==> src/core/pwm_pair_pkg.sv <==
// constants and carrier types for the master/slave pwm channel pair
// assumes one system clock; count ticks arrive as a synchronous enable
package pwm_pair_pkg;

    // ==========================================================
    // widths
    localparam int CNT_W  = 16;
    localparam int ADDR_W = 8;
    localparam int DATA_W = 32;

    // ==========================================================
    // register offsets (byte addresses)
    localparam logic [ADDR_W-1:0] OFF_START   = 8'h00;
    localparam logic [ADDR_W-1:0] OFF_STOP    = 8'h04;
    localparam logic [ADDR_W-1:0] OFF_ENABLE  = 8'h08;
    localparam logic [ADDR_W-1:0] OFF_PERIOD  = 8'h0c;
    localparam logic [ADDR_W-1:0] OFF_DUTY    = 8'h10;
    localparam logic [ADDR_W-1:0] OFF_MCOUNT  = 8'h14;
    localparam logic [ADDR_W-1:0] OFF_SCOUNT  = 8'h18;
    localparam logic [ADDR_W-1:0] OFF_OUTCTRL = 8'h1c;

    // ==========================================================
    // field positions
    localparam int BIT_MASTER = 0;
    localparam int BIT_SLAVE  = 1;
    localparam int BIT_LEVEL  = 0;
    localparam int BIT_OUTEN  = 1;
    localparam int BIT_POL    = 2;

    // ==========================================================
    // values after reset and fixed counter values
    localparam logic [CNT_W-1:0] CNT_ONES   = 16'hffff;
    localparam logic [CNT_W-1:0] CNT_ZERO   = 16'h0000;
    localparam logic [CNT_W-1:0] CNT_ONE    = 16'h0001;
    localparam logic [CNT_W-1:0] PERIOD_RST = 16'h0000;
    localparam logic [CNT_W-1:0] DUTY_RST   = 16'h0000;
    localparam logic [CNT_W-1:0] MCOUNT_RST = 16'hffff;
    localparam logic [CNT_W-1:0] SCOUNT_RST = 16'hffff;
    localparam logic [2:0]       OUTCTL_RST = 3'h0;
    localparam logic [1:0]       ENABLE_RST = 2'h0;

    // ==========================================================
    // register bus request
    typedef struct packed {
        logic [ADDR_W-1:0] addr;
        logic [DATA_W-1:0] wdata;
        logic              wr;
        logic              rd;
    } regReq_t;

endpackage : pwm_pair_pkg

==> src/core/pwm_pair.sv <==
// master/slave pwm channel pair: period counter, duty counter, output pin
// assumes a plain register port and a synchronous one-cycle count tick

module pwm_pair (
    // clock and reset
    input  wire logic                            clk_sys,
    input  wire logic                            rst,
    // count clock tick
    input  wire logic                            countClockTick,
    // register port
    input  wire pwm_pair_pkg::regReq_t           regReq,
    output logic [pwm_pair_pkg::DATA_W-1:0]      rdata_reg,
    // pair outputs
    output logic                                 masterPeriodEvent_reg,
    output logic                                 pwmOut_reg
);
    import pwm_pair_pkg::*;

    // ==========================================================
    // state
    typedef enum logic [1:0] {SLV_IDLE, SLV_ARMED, SLV_LOAD, SLV_COUNT} slaveState_t;

    slaveState_t       slaveState_reg;
    logic [1:0]        enable_reg;
    logic [CNT_W-1:0]  periodValue_reg;
    logic [CNT_W-1:0]  dutyValue_reg;
    logic [CNT_W-1:0]  masterCounter_reg;
    logic [CNT_W-1:0]  slaveCounter_reg;
    logic              outLevel_reg;
    logic              outEnable_reg;
    logic              outPolarity_reg;

    logic [1:0]        startPulse;
    logic [1:0]        stopPulse;
    logic              masterRun;
    logic              slaveRun;
    logic              masterHit;
    logic              slaveLoadNow;
    logic              slaveZeroNow;
    logic              outCtrlWrite;
    logic              slaveEndNow;
    logic              levelNext;
    logic              polarityNext;

    function automatic logic [CNT_W-1:0] cntDec(input logic [CNT_W-1:0] c);
        cntDec = c - CNT_ONE;
    endfunction : cntDec

    function automatic logic hitAddr(input regReq_t r, input logic [ADDR_W-1:0] a);
        hitAddr = (r.addr == a);
    endfunction : hitAddr

    // ==========================================================
    // trigger decode: triggers are pulses, never stored
    always_comb begin
        startPulse = 2'h0;
        stopPulse  = 2'h0;
        if (regReq.wr && hitAddr(regReq, OFF_START)) begin
            startPulse = regReq.wdata[1:0];
        end
        if (regReq.wr && hitAddr(regReq, OFF_STOP)) begin
            stopPulse = regReq.wdata[1:0];
        end
    end

    // stop takes effect in its own cycle so no extra step slips through
    assign masterRun    = enable_reg[BIT_MASTER] && !stopPulse[BIT_MASTER];
    assign slaveRun     = enable_reg[BIT_SLAVE] && !stopPulse[BIT_SLAVE];
    assign masterHit    = countClockTick && masterRun && (masterCounter_reg == CNT_ZERO);
    assign slaveLoadNow = countClockTick && slaveRun && (slaveState_reg == SLV_LOAD);
    assign slaveZeroNow = countClockTick && slaveRun && (slaveState_reg == SLV_COUNT)
                          && (slaveCounter_reg == CNT_ZERO);
    // pin drops as the count steps onto zero, so active ticks equal the duty
    assign slaveEndNow  = countClockTick && slaveRun && (slaveState_reg == SLV_COUNT)
                          && (slaveCounter_reg == CNT_ONE);
    assign outCtrlWrite = regReq.wr && hitAddr(regReq, OFF_OUTCTRL);

    // ==========================================================
    // enable status
    always_ff @(posedge clk_sys or posedge rst) begin
        if (rst) begin
            enable_reg <= ENABLE_RST;
        end else begin
            // stop wins over a start in the same write
            enable_reg <= (enable_reg | startPulse) & ~stopPulse;
        end
    end

    // ==========================================================
    // period and duty values
    always_ff @(posedge clk_sys or posedge rst) begin
        if (rst) begin
            periodValue_reg <= PERIOD_RST;
            dutyValue_reg   <= DUTY_RST;
        end else if (regReq.wr) begin
            // no shadow: mid-period writes land at the next reload
            if (hitAddr(regReq, OFF_PERIOD)) begin
                periodValue_reg <= regReq.wdata[CNT_W-1:0];
            end
            if (hitAddr(regReq, OFF_DUTY)) begin
                dutyValue_reg <= regReq.wdata[CNT_W-1:0];
            end
        end
    end

    // ==========================================================
    // slave output controls, writable while running
    always_ff @(posedge clk_sys or posedge rst) begin
        if (rst) begin
            outEnable_reg   <= OUTCTL_RST[BIT_OUTEN];
            outPolarity_reg <= OUTCTL_RST[BIT_POL];
        end else if (outCtrlWrite) begin
            outEnable_reg   <= regReq.wdata[BIT_OUTEN];
            outPolarity_reg <= regReq.wdata[BIT_POL];
        end
    end

    // ==========================================================
    // master counter
    always_ff @(posedge clk_sys or posedge rst) begin
        if (rst) begin
            masterCounter_reg <= MCOUNT_RST;
        end else if (startPulse[BIT_MASTER] && !stopPulse[BIT_MASTER]) begin
            masterCounter_reg <= periodValue_reg;
        end else if (masterHit) begin
            masterCounter_reg <= periodValue_reg;
        end else if (countClockTick && masterRun) begin
            masterCounter_reg <= cntDec(masterCounter_reg);
        end
    end

    always_ff @(posedge clk_sys or posedge rst) begin
        if (rst) begin
            masterPeriodEvent_reg <= 1'b0;
        end else begin
            masterPeriodEvent_reg <= masterHit;
        end
    end

    // ==========================================================
    // slave counter and its sequence
    always_ff @(posedge clk_sys or posedge rst) begin
        if (rst) begin
            slaveState_reg   <= SLV_IDLE;
            slaveCounter_reg <= SCOUNT_RST;
        end else if (startPulse[BIT_SLAVE] && !stopPulse[BIT_SLAVE]) begin
            slaveState_reg <= SLV_ARMED;
        end else if (countClockTick && slaveRun) begin
            case (slaveState_reg)
                SLV_ARMED: begin
                    if (masterHit) begin
                        slaveState_reg <= SLV_LOAD;
                    end
                end
                SLV_LOAD: begin
                    slaveCounter_reg <= dutyValue_reg;
                    slaveState_reg   <= masterHit ? SLV_LOAD : SLV_COUNT;
                end
                SLV_COUNT: begin
                    if (slaveCounter_reg == CNT_ZERO) begin
                        slaveCounter_reg <= CNT_ONES;
                        slaveState_reg   <= masterHit ? SLV_LOAD : SLV_ARMED;
                    end else begin
                        slaveCounter_reg <= cntDec(slaveCounter_reg);
                        if (masterHit) begin
                            slaveState_reg <= SLV_LOAD;
                        end
                    end
                end
                default: begin
                    slaveState_reg <= SLV_IDLE;
                end
            endcase
        end
    end

    // ==========================================================
    // output level; held as is when the pair stops
    // pin flop takes the next level, so it lags the event by one tick only
    always_comb begin
        levelNext = outLevel_reg;
        if (slaveLoadNow && outEnable_reg) begin
            // zero duty never goes active
            levelNext = (dutyValue_reg != CNT_ZERO);
        end else if (slaveEndNow && outEnable_reg) begin
            levelNext = 1'b0;
        end else if (outCtrlWrite && !outEnable_reg) begin
            // level bit only reaches the pin while output is disabled
            levelNext = regReq.wdata[BIT_LEVEL];
        end
    end

    assign polarityNext = outCtrlWrite ? regReq.wdata[BIT_POL] : outPolarity_reg;

    always_ff @(posedge clk_sys or posedge rst) begin
        if (rst) begin
            outLevel_reg <= OUTCTL_RST[BIT_LEVEL];
        end else begin
            outLevel_reg <= levelNext;
        end
    end

    always_ff @(posedge clk_sys or posedge rst) begin
        if (rst) begin
            pwmOut_reg <= 1'b0;
        end else begin
            pwmOut_reg <= levelNext ^ polarityNext;
        end
    end

    // ==========================================================
    // read port: data valid only in the cycle after the strobe
    always_ff @(posedge clk_sys or posedge rst) begin
        if (rst) begin
            rdata_reg <= '0;
        end else if (!regReq.rd) begin
            rdata_reg <= '0;
        end else begin
            case (regReq.addr)
                OFF_START:   rdata_reg <= '0;
                OFF_STOP:    rdata_reg <= '0;
                OFF_ENABLE:  rdata_reg <= DATA_W'(enable_reg);
                OFF_PERIOD:  rdata_reg <= DATA_W'(periodValue_reg);
                OFF_DUTY:    rdata_reg <= DATA_W'(dutyValue_reg);
                OFF_MCOUNT:  rdata_reg <= DATA_W'(masterCounter_reg);
                OFF_SCOUNT:  rdata_reg <= DATA_W'(slaveCounter_reg);
                OFF_OUTCTRL: rdata_reg <= DATA_W'({outPolarity_reg, outEnable_reg, outLevel_reg});
                default:     rdata_reg <= '0;
            endcase
        end
    end

    // ==========================================================
    // checks
    a_start_reads_zero: assert property (
        @(posedge clk_sys) disable iff (rst)
        (regReq.rd && regReq.addr == OFF_START) |=> (rdata_reg == '0))
        else $error("start trigger read back nonzero");

    a_start_loads_master: assert property (
        @(posedge clk_sys) disable iff (rst)
        (startPulse[BIT_MASTER] && !stopPulse[BIT_MASTER])
        |=> (enable_reg[BIT_MASTER] && masterCounter_reg == $past(periodValue_reg)))
        else $error("start did not enable and load master");

    a_event_at_zero: assert property (
        @(posedge clk_sys) disable iff (rst)
        (countClockTick && masterRun && masterCounter_reg == CNT_ZERO)
        |=> masterPeriodEvent_reg)
        else $error("no period event at master zero");

    a_event_only_zero: assert property (
        @(posedge clk_sys) disable iff (rst)
        masterPeriodEvent_reg |-> ($past(masterCounter_reg) == CNT_ZERO && $past(masterRun)))
        else $error("period event without master zero");

    a_master_reload: assert property (
        @(posedge clk_sys) disable iff (rst)
        masterHit |=> (masterCounter_reg == $past(periodValue_reg)))
        else $error("master did not reload on event");

    a_slave_loads: assert property (
        @(posedge clk_sys) disable iff (rst)
        (masterHit && slaveRun && slaveState_reg == SLV_ARMED && !startPulse[BIT_SLAVE])
        |=> (slaveState_reg == SLV_LOAD))
        else $error("slave not triggered by period event");

    a_slave_gets_duty: assert property (
        @(posedge clk_sys) disable iff (rst)
        (slaveLoadNow && !startPulse[BIT_SLAVE])
        |=> (slaveCounter_reg == $past(dutyValue_reg)))
        else $error("slave not loaded with duty");

    a_pwm_goes_active: assert property (
        @(posedge clk_sys) disable iff (rst)
        (slaveLoadNow && outEnable_reg && dutyValue_reg != CNT_ZERO)
        |=> (outLevel_reg && pwmOut_reg != outPolarity_reg))
        else $error("output not active one tick after event");

    a_slave_zero_ends: assert property (
        @(posedge clk_sys) disable iff (rst)
        (slaveZeroNow && !startPulse[BIT_SLAVE])
        |=> (slaveCounter_reg == CNT_ONES))
        else $error("slave did not park at all ones");

    a_slave_end_low: assert property (
        @(posedge clk_sys) disable iff (rst)
        (slaveEndNow && outEnable_reg && !startPulse[BIT_SLAVE])
        |=> (!outLevel_reg && slaveCounter_reg == CNT_ZERO))
        else $error("pulse did not end as slave reached zero");

    a_master_steps: assert property (
        @(posedge clk_sys) disable iff (rst)
        (countClockTick && masterRun && masterCounter_reg != CNT_ZERO && !startPulse[BIT_MASTER])
        |=> (masterCounter_reg == $past(masterCounter_reg) - CNT_ONE))
        else $error("master did not step by one");

    a_hold_between: assert property (
        @(posedge clk_sys) disable iff (rst)
        ((!countClockTick || !masterRun) && !startPulse[BIT_MASTER])
        |=> $stable(masterCounter_reg))
        else $error("master moved without a tick");

    a_stop_clears: assert property (
        @(posedge clk_sys) disable iff (rst)
        stopPulse[BIT_SLAVE] |=> (!enable_reg[BIT_SLAVE] && $stable(slaveCounter_reg)))
        else $error("stop did not halt slave");

    a_read_master: assert property (
        @(posedge clk_sys) disable iff (rst)
        (regReq.rd && regReq.addr == OFF_MCOUNT)
        |=> (rdata_reg[CNT_W-1:0] == $past(masterCounter_reg)))
        else $error("master count readback wrong");

    a_read_slave: assert property (
        @(posedge clk_sys) disable iff (rst)
        (regReq.rd && regReq.addr == OFF_SCOUNT)
        |=> (rdata_reg[CNT_W-1:0] == $past(slaveCounter_reg)))
        else $error("slave count readback wrong");

    a_stop_reads_zero: assert property (
        @(posedge clk_sys) disable iff (rst)
        (regReq.rd && regReq.addr == OFF_STOP) |=> (rdata_reg == '0))
        else $error("stop trigger read back nonzero");

    a_stop_holds_level: assert property (
        @(posedge clk_sys) disable iff (rst)
        (!enable_reg[BIT_SLAVE] && !outCtrlWrite)
        |=> $stable(outLevel_reg))
        else $error("output level moved while stopped");

endmodule : pwm_pair

==> config.mk <==
export PLATFORM = sky130hd
export DESIGN_NAME = pwm_pair
export DESIGN_NICKNAME = d
export VERILOG_FILES = /design/src/core/pwm_pair_pkg.sv /design/src/core/pwm_pair.sv
export SDC_FILE = /design/constraint.sdc
export NUM_CORES = 1
export LEC_CHECK = 0
export CORE_UTILIZATION = 25
export CTS_CLUSTER_DIAMETER = 100
export DETAILED_ROUTE_END_ITERATION = 8
export DONT_BUFFER_PORTS = 1
export SYNTH_ARGS = -nofsm -noshare
export SYNTH_HDL_FRONTEND = slang
export SYNTH_SLANG_ARGS = --single-unit
==> constraint.sdc <==
create_clock -name clk_sys -period 3.3 [get_ports clk_sys]
set_input_delay 0.165 -clock clk_sys [delete_from_list [all_inputs] [get_ports clk_sys]]
set_output_delay 0.165 -clock clk_sys [all_outputs]
set_load 0.01 [all_outputs]
==> flow_summary.ini, run 1 <==
[yosys]
synth_cell_types = 68
synth_cells = 484
synthArstFlopShare_pct = 100
ys_seq_area_share_pct = 45.9
synth_xor_area_share_pct = 0.177
yosys.area_share.adder_pct = 1.27
synth-warning-count = 0
yosys.area_share.simple_pct = 15.7
synth_top_family_by_area = compound AO/OA/AOI/OAI gates
syn_avg_cell_area_um2 = 10.2
synth_area_um2 = 4930
synthFlopType = dfrtp_1
synth_edf_count = 0
synthMuxAreaShare_pct = 8.37
synth-seq-cells = 89
synth_compound_area_share_pct = 22.7

[timing]
fmax_mhz = 415
worst_pin_slew_ps = 823
layout_min_cycle_time_ps = 2410
setup_ws_ps = 888
finalCritPeriodShare_pct = 73.1
slew_headroom_pct = 45.0
hold_violations = 0
rsz0062_at_grt = false
fin_tns_setup_ps = 0
setup_viol = 0
fin_skew_ps = 8.61
maxSlewViolCount = 0

[final_layout]
final_layout_size_suffix_gt1_share_pct = 21.4
regArea_um2 = 2270
final_common_cell = dfrtp_1
stdcell_count = 769
final_util_pct = 29.1
nets = 549
antennaDiodeCount = 0
multi_input_area_um2 = 2440
nFillCells = 2040
area_growth_pct = 14.6
final_cell_mix = dfrtp_1, nor2_1, mux2_2

[worst_setup_path]
r2r_slack_ps = 890
crit_type = reg2reg
path_max_fanout = 7
worstSetupEndpointType = flip-flop
timing.rr.start = masterCounter_reg[0]
path_cells = inv_1 -> ha_1 -> or3b_1 -> or3_1 -> or4b_2 -> o211ai_1
reg2reg_to = masterCounter_reg[8]
ff2ff_path_depth = 6
startpoint_type = flip-flop
crit_required_ps = 3580
crit_path_max_incr_delay_ps = 640
crit_slowest_cell = or4b_2
crit_arrival_ps = 2690

[grt]
grt_pass1_wl_mm = 22.5
use_met1_pct = 18.0
grt_overflow = 0
met3_usage_pct = 3.30
grt.busiest_layer = met2
grt_use_total_pct = 14.5
grt_max_degree = 49
grt_pass1_vias = 3960
met2_usage_pct = 24.2
antenna_found_initial = 0

[detailed_routing]
drc_errors = 0
drtAntennaViolNets = 0
first_pass_iters = 5
vias = 4084
wirelength_mm = 14.1
wl_per_cell_um = 18.3
vias_per_cell = 5.31
drt_iter0_drc = 498

[cts]
cts_buffers = 9
insertion_delay_ps = 360
cts_tree = built
htree_num_levels = 3
post_cts_resized = 0
clockBufferDepth = 2
cts_num_sinks = 89
cts_root_buf = clkbuf_16
path_clk_slew_ps = 70

[placement]
portBuffers = 0
dp.cells = 736
globalplace.congestion = 0.860
place_ws_ps = 912
dp_hpwl_mm = 10.2

[floorplanning]
num_rows = 51
initial_core_util_pct = 25.4
boundaryPins = 79
dieArea_um2 = 20300
die_y_um = 142
coreArea_um2 = 19400
die-width_um = 142

[power_and_ir_drop]
peakVddDrop_mv = 0.192
power.density_nw_per_um2 = 508
p_leak_uw = 0.00224

[hold_path]
whs_path_depth = 3
hold_class = in2reg
hold_path_end = enable_reg[0]
hp-start = regReq[40]

[run_status]
status = complete, no violations

[job]
maxCapViolations = 0
## power by group
group	switching, µW	leakage [µW]	total (µW)	internal, µW
combinational	298	0.000983	483	186
clock	463	0.000142	1060	592
sequential	121	0.00112	1330	1210
total	882	0.00224	2870	1990
## synthesized netlist by cell type, drive strengths merged, types with 5 or more instances
cell / count / share of area [%]
o22a: 10 / 1.8
nor4: 9 / 1.1
nand2: 32 / 2.5
and2: 5 / 0.63
ha: 5 / 1.3
dfrtp: 57 / 29
nand4: 5 / 0.63
o22ai: 6 / 0.76
a21oi: 31 / 3.1
inv: 13 / 0.99
o21ai: 14 / 1.4
dfstp: 32 / 17
or4: 5 / 0.84
mux2: 34 / 7.8
or3: 8 / 1.0
nor2: 40 / 3.1
a22oi: 29 / 4.4
nor3: 15 / 1.7
nand3: 9 / 0.91
clkbuf: 16 / 1.2
buf: 24 / 3.5
o21a: 9 / 1.4
a31oi: 13 / 2.0
## kinds of logic after synthesis
family | after synthesis
other cells | 1
buf+inv | 53
fa+ha+maj | 5
compound gates | 153
flops | 89
mux | 37
simple gates | 145
xor+xnor | 1
## through the flow
stage	total power (µW)	area, µm²	hold slack, ps
after floorplan	1700	4990	315
after global placement	1790	5180	-28.7
after detailed placement	1810	5180	-26.6
after CTS	2890	5650	35.8
after global routing	3000	5650	58.2
final	2870	5650	43.4
## worst max-delay path: cells and delay by family, from the launching register on
kind	cells	cell delay, ps
buffers and inverters	1	110
adders and majority gates	1	260
AOI/OAI and AO/OA	1	110
and+or+nand+nor	3	1450
DFF	1	420
## what timing repair did
item                      in CTS  in global routing
hold buffers                  17                  0
hold endpoints to repair      67                  0
buffers inserted               0                  0
## layer usage
layer	part of all wire [%]	vias up
met5	0	-
met4	2.1	0
met3	6.1	21
met2	49	146
met1	42	2070
li1	-	1847
## worst max-delay path by stage
| stage | cells past startpoint | end | startpoint | slack [ps] |
|---|---|---|---|---|
| 2_1_floorplan | 1 | dutyValue_reg[0] | rst | 880 |
| 3_3_place_gp | 6 | masterCounter_reg[8] | masterCounter_reg[0] | 930 |
| 3_5_place_dp | 6 | masterCounter_reg[8] | masterCounter_reg[0] | 910 |
| 4_1_cts | 6 | masterCounter_reg[8] | masterCounter_reg[0] | 890 |
| 5_1_grt | 6 | masterCounter_reg[8] | masterCounter_reg[0] | 770 |
| 6_report | 6 | masterCounter_reg[8] | masterCounter_reg[0] | 890 |
## area by class of cell
class                           instances  area share [%]
Timing Repair Buffer                   29            4.60
Inverter                               13           0.885
Sequential cell                        89            40.1
Multi-Input combinational cell        357            43.2
Tap cell                              265            5.86
Clock buffer                            9            3.98
Clock inverter                          7            1.35
No activity file was read; power rests on OpenSTA's default activity.
==> run 2, diff against run 1 <==
clock period = 2.45 ns   (was 3.3 ns; I/O delays follow)
==> flow_summary.ini, run 2 (synthesis results as in run 1) <==
[run_status]
status = complete, no violations

[cts]
cts_root_buf = clkbuf_16
htree_num_levels = 3
cts_setup_buffers = 0
clockBufferDepth = 2
cts_tree = built
path_clk_slew_ps = 60
post_cts_resized = 0
hold_buffers = 18
cts_num_sinks = 89
cts_buffers = 9
insertion_delay_ps = 350

[grt]
grt_pass1_vias = 4058
grt_use_total_pct = 15.0
grt_overflow = 0
grt_max_degree = 49
antenna_found_initial = 0
grt_pass1_wl_mm = 23.4

[final_layout]
regArea_um2 = 2270
multi_input_area_um2 = 2440
final_common_cell = dfrtp_1
final_layout_size_suffix_gt1_share_pct = 22.2
area_growth_pct = 16.5
nets = 558
antennaDiodeCount = 0
nFillCells = 2024
final_cell_mix = dfrtp_1, nor2_1, mux2_2

[timing]
finalCritPeriodShare_pct = 94.2
hold_violations = 0
maxSlewViolCount = 0
fmax_mhz = 433
layout_min_cycle_time_ps = 2310
whs_ps = 14.4
slew_headroom_pct = 49.1
fin_tns_setup_ps = 0
worst_pin_slew_ps = 764
rsz0062_at_grt = false
fin_skew_ps = 5.76
setup_viol = 0

[detailed_routing]
wl_per_cell_um = 18.6
vias = 4168
first_pass_iters = 6
drtAntennaViolNets = 0
vias_per_cell = 5.36
wirelength_mm = 14.5
drc_errors = 0
drt_iter0_drc = 542

[floorplanning]
num_rows = 51
die_y_um = 142
die-width_um = 142
coreArea_um2 = 19400
dieArea_um2 = 20300
boundaryPins = 79
initial_core_util_pct = 25.4

[worst_setup_path]
crit_type = reg2reg
crit_path_max_incr_delay_ps = 640
crit_arrival_ps = 2580
crit_required_ps = 2720
path_max_fanout = 6
worstSetupEndpointType = flip-flop
critical_path.top_delay_family = simple AND/OR/NAND/NOR gates
path_cells = inv_1 -> ha_1 -> or3b_1 -> or3_1 -> or4b_2 -> o211ai_1
startpoint_type = flip-flop
crit_slowest_cell = or4b_2
path_buf_inv = 1

[power_and_ir_drop]
p_switching_uw = 1170
p_int_uw = 2830
peakVddDrop_mv = 0.288
p_leak_uw = 0.00230
clockPowerShare_pct = 36.7
swShare_pct = 29.3
p_comb_share_pct = 18.8
pwr-share-seq_pct = 44.5
power.density_nw_per_um2 = 696

[placement]
dp_hpwl_mm = 10.4
globalplace.congestion = 0.892
portBuffers = 0

[job]
maxCapViolations = 0

[hold_path]
hold_class = in2reg
## run 2: layer usage
layer  GRT usage, %  routed length [µm]  vias to the layer above
li1               -                   -                     1854
met1           19.3                6120                     2120
met3           2.69                 794                       24
met2           24.9                7230                      170
met4           6.06                 299                        0
met5              0                   0                        -
## run 2: path summary, 6_finish.rpt
| check | start | to | slack (ps) | cells after the start |
|---|---|---|---|---|
| setup / recovery | masterCounter_reg[1] | masterCounter_reg[8] | 140 | 6 |
| setup reg to reg | masterCounter_reg[1] | masterCounter_reg[8] | 140 | 6 |
| hold / removal | regReq[41] | enable_reg[0] | 10 | 3 |
| max in group asynchronous | rst | masterCounter_reg[5] | 1340 | 3 |
| hold reg to reg | slaveCounter_reg[0] | slaveCounter_reg[0] | 520 | 2 |
| min in group asynchronous | rst | rdata_reg[3] | 340 | 2 |
## run 2: final cells by class
cell class / instances / area share (%)
multi-input combinational: 357 / 42.5
sequential: 89 / 39.5
tap: 265 / 5.77
clock inverter: 6 / 1.44
timing repair buffer: 38 / 5.97
inverter: 13 / 0.871
clock buffer: 10 / 3.98
## run 2: tightest hold or removal path, cell delays in order
cell and delay, ps:
nor4_1 40, nand3_1 60, a21o_1 100
## run 2: power by group through the flow
stage                     Clock [µW]  Combinational [µW]  Sequential [µW]
after floorplan                    0                 555             1740
after global placement             0                 682             1800
after detailed placement           0                 713             1800
after CTS                       1490                 746             1780
after global routing            1550                 840             1800
final                           1470                 753             1780
## run 2: metrics by stage
step / total power [µW] / utilization [%] / cell area [µm²] / setup slack (ps) / cells
floorplan: 2300 / - / 4990 / 73.6 / 499
global placement: 2480 / 27.1 / 5260 / 212 / 744
detailed placement: 2510 / 27.1 / 5260 / 155 / 744
CTS: 4010 / 29.6 / 5750 / 135 / 778
global route: 4190 / 29.6 / 5750 / 35.0 / 778
finish: 4000 / 29.6 / 5750 / 141 / 778
